===== src/core/lpb_consts.vh =====
`ifndef LPB_CONSTS_VH
`define LPB_CONSTS_VH
// Command decode fields on the rising-edge command/address word.
`define LPB_CA_W 10
`define LPB_BANKS 8
`define LPB_ROW_W 14
`define LPB_COL_W 11
`define LPB_AB_BIT 4
`define LPB_BA_LSB 7
// Burst length codes.
`define LPB_BL4 2'h0
`define LPB_BL8 2'h1
`define LPB_BL16 2'h2
// Read latency reset value in clocks.
`define LPB_RL_RST 4'h3
`define LPB_PREAMBLE_CYC 1
`endif


===== src/core/lpb_device.v =====
`timescale 1ns/1ns
`include "lpb_consts.vh"
// Behaviour
// - Legality rules hold after exit with clock-enable high.
// - Mode read accepted while activating or precharging.
// - Mask low writes byte, high keeps byte.
// - Decode activate, open row in bank.
// - Decode column command, bit two picks read.
// - Start column from rising and falling bits.
// - Strobe preamble low, data on strobe edges.
// - Read latency comes from programmed value.
// - Gapless reads every half burst length; a new read here reruns latency and preamble, and cuts the burst in flight unless a beat lands on that edge.
// - Decode burst stop command.
// - Precharge closes all or one bank.
module lpb_device #(
    parameter MEM_DEPTH = 64,
    parameter AW = 6
) (
    // Clocks and reset.
    input wire CORE_CLK,
    input wire RST_B,
    // Command interface from the controller.
    input wire LINK_CK,
    input wire CKE,
    input wire CS_B,
    input wire [9:0] CA,
    // Write data path.
    input wire [7:0] WR_DATA,
    input wire WR_VALID,
    input wire WRITE_BYTE_MASK,
    // Configuration.
    input wire [3:0] READ_LATENCY,
    input wire [1:0] BURST_LENGTH,
    // Read data path.
    output reg [7:0] RD_DATA,
    output reg RD_STROBE,
    output reg RD_STROBE_OE,
    output reg RD_VALID,
    input wire RD_READY,
    // Status.
    output reg [7:0] BANK_OPEN,
    output reg MODE_READ_SEEN
);
    reg [2:0] ck_sync_reg;
    reg cke_s1_reg, cke_s2_reg, cke_prev_reg;
    reg cs_s1_reg, cs_s2_reg;
    reg [9:0] ca_s1_reg, ca_s2_reg;
    reg [7:0] wd_s1_reg, wd_s2_reg;
    reg wv_s1_reg, wv_s2_reg, dm_s1_reg, dm_s2_reg;
    reg [9:0] ca_rise_reg;
    reg cmd_pend_reg;
    reg [`LPB_ROW_W-1:0] open_row_reg [0:`LPB_BANKS-1];
    reg [7:0] mem_reg [0:MEM_DEPTH-1];
    reg [2:0] cur_bank_reg;
    reg [`LPB_COL_W-1:0] rd_col_reg, wr_col_reg;
    reg [4:0] rd_left_reg, wr_left_reg;
    reg [3:0] lat_cnt_reg;
    reg lat_run_reg, pre_reg;
    reg [7:0] buf0_reg, buf1_reg;
    reg [1:0] buf_cnt_reg;
    integer i;
    wire ck_rise = ck_sync_reg[1] & ~ck_sync_reg[2];
    wire ck_fall = ~ck_sync_reg[1] & ck_sync_reg[2];
    wire cke_ok = cke_s2_reg & cke_prev_reg;
    wire rise_cmd = ck_rise & ~cs_s2_reg & cke_ok;
    wire is_act = rise_cmd & ~ca_s2_reg[0] & ca_s2_reg[1];
    wire is_col = rise_cmd & ca_s2_reg[0] & ~ca_s2_reg[1];
    wire is_bst = rise_cmd & ca_s2_reg[0] & ca_s2_reg[1] & ~ca_s2_reg[2] & ~ca_s2_reg[3];
    wire is_pre = rise_cmd & ca_s2_reg[0] & ca_s2_reg[1] & ~ca_s2_reg[2] & ca_s2_reg[3];
    wire is_mrr = rise_cmd & ~ca_s2_reg[0] & ~ca_s2_reg[1] & ~ca_s2_reg[2] & ca_s2_reg[3];
    wire [`LPB_COL_W-1:0] start_col = {ca_s2_reg[9:1], ca_rise_reg[6:5]};
    wire [4:0] burst_beats = (BURST_LENGTH == `LPB_BL16) ? 5'h10 : (BURST_LENGTH == `LPB_BL8) ? 5'h08 : 5'h04;
    wire [AW-1:0] wr_addr = wr_col_reg[AW-1:0];
    wire [AW-1:0] rd_addr = rd_col_reg[AW-1:0];
    wire buf_ready = (buf_cnt_reg != 2'h2);
    wire beat_go = (rd_left_reg != 5'h00) & ~lat_run_reg & ~pre_reg & buf_ready & ck_sync_reg[1] != ck_sync_reg[2];
    always @(posedge CORE_CLK) begin
        ck_sync_reg <= {ck_sync_reg[1:0], LINK_CK};
        cke_s1_reg <= CKE;
        cke_s2_reg <= cke_s1_reg;
        cs_s1_reg <= CS_B;
        cs_s2_reg <= cs_s1_reg;
        ca_s1_reg <= CA;
        ca_s2_reg <= ca_s1_reg;
        wd_s1_reg <= WR_DATA;
        wd_s2_reg <= wd_s1_reg;
        wv_s1_reg <= WR_VALID;
        wv_s2_reg <= wv_s1_reg;
        dm_s1_reg <= WRITE_BYTE_MASK;
        dm_s2_reg <= dm_s1_reg;
        if (!RST_B) begin
            ck_sync_reg <= 3'h0;
            cke_prev_reg <= 1'b0;
            cmd_pend_reg <= 1'b0;
            ca_rise_reg <= 10'h000;
            cur_bank_reg <= 3'h0;
            rd_col_reg <= 11'h000;
            wr_col_reg <= 11'h000;
            rd_left_reg <= 5'h00;
            wr_left_reg <= 5'h00;
            lat_cnt_reg <= 4'h0;
            lat_run_reg <= 1'b0;
            pre_reg <= 1'b0;
            buf0_reg <= 8'h00;
            buf1_reg <= 8'h00;
            buf_cnt_reg <= 2'h0;
            RD_DATA <= 8'h00;
            RD_STROBE <= 1'b0;
            RD_STROBE_OE <= 1'b0;
            RD_VALID <= 1'b0;
            BANK_OPEN <= 8'h00;
            MODE_READ_SEEN <= 1'b0;
            for (i = 0; i < `LPB_BANKS; i = i + 1) begin
                open_row_reg[i] <= 14'h0000;
            end
        end else begin
            if (ck_rise) begin
                cke_prev_reg <= cke_s2_reg;
            end
            // The falling half of a column command completes the address.
            if (is_col) begin
                ca_rise_reg <= ca_s2_reg;
                cur_bank_reg <= ca_s2_reg[9:7];
                cmd_pend_reg <= 1'b1;
            end
            if (ck_fall && cmd_pend_reg) begin
                cmd_pend_reg <= 1'b0;
                if (ca_rise_reg[2]) begin
                    // A new read reruns latency and preamble, and restarts the burst unless a beat on the same edge keeps the old column and count.
                    rd_col_reg <= start_col;
                    rd_left_reg <= burst_beats;
                    lat_cnt_reg <= READ_LATENCY;
                    lat_run_reg <= 1'b1;
                end else begin
                    wr_col_reg <= start_col;
                    wr_left_reg <= burst_beats;
                end
            end
            if (is_act) begin
                BANK_OPEN[ca_s2_reg[9:7]] <= 1'b1;
                open_row_reg[ca_s2_reg[9:7]] <= {ca_s2_reg[6:2], ca_s2_reg[9:1]};
            end
            if (is_pre) begin
                if (ca_s2_reg[`LPB_AB_BIT]) begin
                    BANK_OPEN <= 8'h00;
                end else begin
                    BANK_OPEN[ca_s2_reg[9:7]] <= 1'b0;
                end
            end
            // Mode reads are honoured whatever the bank state.
            if (is_mrr) begin
                MODE_READ_SEEN <= 1'b1;
            end
            if (is_bst) begin
                rd_left_reg <= 5'h00;
                wr_left_reg <= 5'h00;
            end
            if (lat_run_reg && ck_rise) begin
                if (lat_cnt_reg <= 4'h1) begin
                    lat_run_reg <= 1'b0;
                    pre_reg <= 1'b1;
                    RD_STROBE_OE <= 1'b1;
                    RD_STROBE <= 1'b0;
                end else begin
                    lat_cnt_reg <= lat_cnt_reg - 4'h1;
                end
            end else if (pre_reg && ck_fall) begin
                pre_reg <= 1'b0;
            end
            // Each link edge after the preamble yields one beat with a strobe toggle, while the buffer has room.
            if (beat_go) begin
                RD_STROBE <= ~RD_STROBE;
                rd_col_reg <= rd_col_reg + 11'h001;
                rd_left_reg <= rd_left_reg - 5'h01;
            end else if (rd_left_reg == 5'h00 && !lat_run_reg && !pre_reg) begin
                // A burst cut by a stop may leave the strobe high, so park it low on release.
                RD_STROBE_OE <= 1'b0;
                RD_STROBE <= 1'b0;
            end
            // Write beats are taken on link edges only, since one beat spans many core clocks.
            if (wv_s2_reg && wr_left_reg != 5'h00 && ck_sync_reg[1] != ck_sync_reg[2]) begin
                if (!dm_s2_reg) begin
                    mem_reg[wr_addr] <= wd_s2_reg;
                end
                wr_col_reg <= wr_col_reg + 11'h001;
                wr_left_reg <= wr_left_reg - 5'h01;
            end
            // Two-entry buffer so a stalled receiver loses no beat.
            case ({beat_go, (RD_VALID & RD_READY)})
                2'b10: begin
                    if (buf_cnt_reg == 2'h0) buf0_reg <= mem_reg[rd_addr];
                    else buf1_reg <= mem_reg[rd_addr];
                    buf_cnt_reg <= buf_cnt_reg + 2'h1;
                end
                2'b01: begin
                    buf0_reg <= buf1_reg;
                    buf_cnt_reg <= buf_cnt_reg - 2'h1;
                end
                2'b11: begin
                    if (buf_cnt_reg == 2'h1) buf0_reg <= mem_reg[rd_addr];
                    else begin
                        buf0_reg <= buf1_reg;
                        buf1_reg <= mem_reg[rd_addr];
                    end
                end
                default: begin
                end
            endcase
            if (RD_READY || !RD_VALID) begin
                RD_VALID <= 1'b0;
                if (buf_cnt_reg != 2'h0 && !(RD_VALID && RD_READY && buf_cnt_reg == 2'h1)) begin
                    RD_VALID <= 1'b1;
                    RD_DATA <= (RD_VALID && RD_READY) ? buf1_reg : buf0_reg;
                end
            end
        end
    end
endmodule // lpb_device


===== config.mk =====
export PLATFORM = sky130hd
export DESIGN_NAME = lpb_device
export DESIGN_NICKNAME = d
export VERILOG_FILES = /design/src/core/lpb_device.v
export VERILOG_INCLUDE_DIRS = /design/src /design/src/core
export SDC_FILE = /design/constraint.sdc
export NUM_CORES = 1
export LEC_CHECK = 0
export ABC_CLOCK_PERIOD_IN_PS = 2250
export BUFFER_PORTS_ARGS = -buffer_cell sky130_fd_sc_hd__buf_2
export CORE_ASPECT_RATIO = 0.6
export CORE_MARGIN = 3
export CORE_UTILIZATION = 56
export CTS_CLUSTER_DIAMETER = 200
export DETAILED_ROUTE_END_ITERATION = 8
export GPL_TIMING_DRIVEN = 0
export PLACE_DENSITY = 0.75
export RECOVER_POWER = 50
export SLEW_MARGIN = 0
export SYNTH_ARGS = -nofsm -noshare
export SYNTH_HDL_FRONTEND = slang
export SYNTH_SLANG_ARGS = --single-unit

===== constraint.sdc =====
create_clock -name CORE_CLK -period 2.25 [get_ports CORE_CLK]
set_clock_uncertainty 0.2 [all_clocks]
set_input_delay 0.3375 -clock CORE_CLK [delete_from_list [all_inputs] [get_ports CORE_CLK]]
set_output_delay 0.3375 -clock CORE_CLK [all_outputs]
set_load 0.05 [all_outputs]

* Word-level counts from Yosys, hierarchy flattened
Memories as Yosys holds them, arrays and structs flattened. A register that Yosys moved wholly into a read port is not among the register bits. Cells that the tools add are included.
Word-level totals: flip-flop bits (word level) 132, bits in writable memories 512, output and inout bits 20, memories kept 1
Memories:
- mem_reg | depth 64, bits a word 8, read ports 1, clocked after memory_dff 1, write ports 1, line lpb_device.v:53 | reg [7:0] mem_reg [0:MEM_DEPTH-1];
Operators by class: add/subtract/negate cells 7, order comparisons 3, equality and inequality tests 14, mux-type cells 56, bitwise logic cells 35, reductions and logical operators 43
Operator list (number):
- 8-bit 2-to-1 mux | 9
- 11-bit 2-to-1 mux | 6
- 5-bit 2-to-1 mux | 9
- 8-bit case mux with 3 select lines | 1
- 11-bit by 1-bit adder with 11-bit output, second input constant | 2
- 1-bit bitwise AND | 21
- 1-bit 2-to-1 mux | 21
- 4-bit 2-to-1 mux | 5
- 3-bit nonzero test | 6
- 8-bit case mux with 2 select lines | 1
- 2-bit AND reduction | 8
- 2-bit nonzero test | 7
- 6-bit 2-to-1 mux | 2
- 1-bit logical AND | 11
- 1-bit inverter | 11
- 5-bit nonzero test | 2
- 5-bit by 1-bit subtractor with 5-bit output, second input constant | 2
- 8-bit bitwise AND | 1
- 2-bit inequality test, second input constant | 4
- 8-bit inverter | 1
- 8-bit bitwise OR | 1
- 2-bit by 1-bit equality test with 1-bit output, second input constant | 3
- 2-bit equality test, second input constant | 3
- 5-bit logical NOT | 1
- 16 further kinds | 20

* Logic depth before layout (Yosys ltp)
depth after elaboration 11, mapped depth 9

* Worst setup path before layout
Ideal clock, no wire load.
path type register -> register, start reg wr_left_reg[0], end mem mem_reg[61][0] (enable), library setup time 0.371 ns, arrival 1.858 ns, slack -0.179 ns, cell stages (with the launch flop) 8, path buffers 1, period minus slack after synthesis 2.429 ns, path through dfxtp_1 inv_1 ha_1 or4b_1 and3b_1 clkbuf_1 nand4_1 nor2_1
On the way: word-level cells in the longest chain between the ends 6
Ends and longest elaborated chain:
- start: declaration | line lpb_device.v:56 | reg [4:0] rd_left_reg, wr_left_reg;
- start signal: assignment | line lpb_device.v:136 | wr_left_reg <= burst_beats;
- start signal: assignment | line lpb_device.v:186 | wr_left_reg <= wr_left_reg - 5'h01;
- 5-bit nonzero test | line lpb_device.v:181 | if (wv_s2_reg && wr_left_reg != 5'h00 && ck_sync_reg[1] != ck_sync_reg[2]) begin
- 1-bit logical AND (2 in a row) | line lpb_device.v:181
- 1-bit 2-to-1 mux | line lpb_device.v:181
- 1-bit 2-to-1 mux | line lpb_device.v:91 | if (!RST_B) begin
- 1-bit 2-to-1 mux (not written as such) | line lpb_device.v:183 | mem_reg[wr_addr] <= wd_s2_reg;
- end: declaration | line lpb_device.v:53
Every way passes these cells.

==> reports/qor.tcl <==
set qor(setup_slack_ns) -0.3896
set qor(top_signal_layer_used) {met4}
set qor(critPathKind) {reg2reg}
set qor(remaining_drc_errors) 0
set qor(syn_area_per_cell_um2) 16.87
set qor(power.density_cell_area_nw_per_um2) 757.6
set qor(wl_met3_um) 11710
set qor(number_of_buffers_inserted_by_port_buffering) 51
set qor(timing.critical_path.fanout_max) 6
set qor(route.final.wire_length_um) 74720
set qor(vias) 16260
set qor(number_of_antenna_violations_at_the_first_check_in_global_routing) 1
set qor(worst-r2r-setup-slack_ns) -0.39
set qor(ys_types) 74
set qor(mappedNetlistNets) 1532
set qor(fmax_mhz) 378.8
set qor(post_detailed_route_via_to_cell_ratio) 6.827
set qor(tritoncts_clock_tree) {built}
set qor(nNetsFinal) 1805
set qor(die-width_um) 279.1
set qor(ios) 52
set qor(grt_pass1_wl_um) 103400
set qor(critical_path_source_type) {flip-flop}
set qor(dpl_worst_slack_ns) -1.380
set qor(maxSlewViolCount) 0
set qor(syn_inst) 1485
set qor(multi_input_comb_area_um2) 7662
set qor(hpwl_um) 44410
set qor(rsz_0062_raised_after_global_routing) {true}
set qor(globalRoute.totalOverflow) 0
set qor(maxCapViolations) 0
set qor(drtAntennaViolNets) 0
set qor(worst-endpoint-required_ns) 2.49
set qor(finalWeightedCongestion) 0.9624
set qor(endpoint_kind) {flip-flop}
set qor(largest_reg_flops) 512
set qor(timing.critical_path.arrival_ns) 2.88
set qor(finalSetupTns_ns) -75.13
set qor(clk_path_buf_depth) 3
set qor(placement.cell_area_um2) 26310
set qor(design.core.area_um2) 43780
set qor(floorplan.die.height_um) 169.9
set qor(timing.max_slew.rel_slack) 0.2664
set qor(dr.pass1.iters) 6
set qor(routed-wl-met2_um) 31750
set qor(total_leakage_power_nw) 10.06
set qor(worstSkewPairLatency_ns) 0.61
set qor(syn2layout_area_growth_pct) 24.58
set qor(whs_ns) 0.1004
set qor(run_status) {complete, but fails checks}
set qor(drt-initial-drc-count) 3129
set qor(transition_at_the_pin_with_the_smallest_max_transition_slack_ns) 1.099
set qor(cts-root-buf) {sky130_fd_sc_hd__clkbuf_16}
set qor(layout.core_utilization) 0.7131
set qor(rows) 59
set qor(peakVddDrop_mv) 0.7194
set qor(max_h_tree_level) 2
set qor(initial_standard_cell_utilization_of_the_core) 0.5724
set qor(setup_violations) 495
set qor(synth_warnings) 0
set qor(hold_path_class) {in2reg}
set qor(commonest_non_fill_non_tap_cells_in_the_layout) {sky130_fd_sc_hd__edfxtp_1 (512), sky130_fd_sc_hd__dfxtp_1 (116), sky130_fd_sc_hd__mux4_2 (85), sky130_fd_sc_hd__nor2_1 (77), sky130_fd_sc_hd__buf_4 (77)}
set qor(numCtsBuffers) 53
set qor(layout-drive-gt1-share) 0.3374
set qor(ys_dominant_reg_cell) {sky130_fd_sc_hd__edfxtp_1}
set qor(violations_in_the_final_reports) {negative setup slack}
set qor(placed_cells_incl_taps) 2123
set qor(synth-seq-cells) 636
set qor(detail_route.wirelength.met1_um) 28690
set qor(ys_seq_area_frac) 0.7126
set qor(sequential_cell_area_um2) 17870
set qor(fp.dieArea_um2) 47400
set qor(layout.cells.most_common) {sky130_fd_sc_hd__edfxtp_1}
set qor(min-delay-start) {BURST_LENGTH[1]}
set qor(synth-edff-count) 512
set qor(clkTransAtPathRegs_ns) 0.07
set qor(synthesis.area_um2) 25060
set qor(number_of_global_route_vias_before_repair) 15400
set qor(cts_sinks) 636
set qor(grt_usage) 0.3023
set qor(detail_route.wl_per_cell_um) 31.37
set qor(timing.final.crit_share) 1.173
set qor(grt_max_degree) 53
set qor(timing.final.hold_violations) 0
set qor(final_design_area_no_fill_um2) 31220
set qor(async_flop_share) 0
set qor(n_fill_cell) 2484
set qor(final.min_clock_period_ns) 2.640
set qor(layout.cells.non_filler) 2382
set qor(fin_total_pwr_mw) 23.65
layer usage:
layer  track usage  up-vias
li1              -     6456
met1        0.4559     8133
met2        0.4291     1427
met3       0.09927      247
met4       0.07731        0
met5             0        -
cells by family (layout without fill, tap and decap cells):
logic type / Yosys count / after routing / synth area share
AOI/OAI and AO/OA: 219 / 219 / 0.06247
xor gates and xnor gates: 2 / 2 / 0.0006992
adders and majority gates: 15 / 15 / 0.007490
buffers and inverters: 101 / 417 / 0.02257
DFF: 636 / 636 / 0.7126
muxes: 201 / 201 / 0.1347
other: 0 / 1 / 0
and+or+nand+nor: 311 / 312 / 0.05947
power by group:
part	internal, mW	leakage (nW)	switching, mW
Clock	5.28	0.882	4.35
Sequential	12.8	5.62	0.136
Combinational	0.324	3.56	0.763
Total	18.4	10.1	5.25
synth_stat cells, types with 11 or more instances:
cell,count,area (µm²)
sky130_fd_sc_hd__a21oi_1,45,225.2
sky130_fd_sc_hd__a221oi_1,11,96.34
sky130_fd_sc_hd__a22o_1,11,96.34
sky130_fd_sc_hd__a22oi_1,21,157.7
sky130_fd_sc_hd__a311oi_1,18,157.7
sky130_fd_sc_hd__a31oi_1,15,93.84
sky130_fd_sc_hd__buf_2,12,60.06
sky130_fd_sc_hd__buf_4,15,112.6
sky130_fd_sc_hd__clkbuf_1,31,116.4
sky130_fd_sc_hd__dfxtp_1,124,2482
sky130_fd_sc_hd__edfxtp_1,512,15370
sky130_fd_sc_hd__ha_1,15,187.7
sky130_fd_sc_hd__inv_1,24,90.09
sky130_fd_sc_hd__mux2_2,24,270.3
sky130_fd_sc_hd__mux2i_1,78,780.8
sky130_fd_sc_hd__mux4_1,25,656.9
sky130_fd_sc_hd__mux4_2,74,1667
sky130_fd_sc_hd__nand2_1,41,153.9
sky130_fd_sc_hd__nand3_1,17,85.08
sky130_fd_sc_hd__nor2_1,147,551.8
sky130_fd_sc_hd__nor2b_1,15,93.84
sky130_fd_sc_hd__nor3_1,24,120.1
sky130_fd_sc_hd__o21ai_0,40,200.2
path summary, 6_finish.rpt:
check | cells after the start | endpoint
max | 6 | buf0_reg[3]
min | 4 | rd_left_reg[4]
max reg2reg | 6 | buf0_reg[3]
min reg2reg | 0 | wd_s2_reg[0]
worst max-delay path: stages (launching register included):
cell                       delay [ns]
sky130_fd_sc_hd__dfxtp_2         0.34
sky130_fd_sc_hd__buf_8           0.15
sky130_fd_sc_hd__buf_12          0.16
sky130_fd_sc_hd__mux4_2          0.56
sky130_fd_sc_hd__mux4_2          0.59
sky130_fd_sc_hd__a22oi_2         0.32
sky130_fd_sc_hd__a311oi_1        0.17
repair_timing:
action / in CTS / in global routing
gates resized for setup: 276 / 84
hold buffers: 29 / 0
buffers inserted: 93 / 43
endpoints found under the setup margin: 564 / 557
gates cloned: 0 / 4
pin swaps: 75 / 43
hold endpoints to repair: 31 / 0
final cells by class:
type | instances | share of cell area
timing repair buffer | 223 | 0.07447
clock buffer | 70 | 0.04786
inverter | 26 | 0.003247
buffer | 69 | 0.02385
antenna | 1 | 0.00008016
tap | 579 | 0.02321
clock inverter | 29 | 0.009379
sequential | 636 | 0.5724
multi-input combinational | 749 | 0.2455
Note: power is estimated with default switching activity, not from simulation.
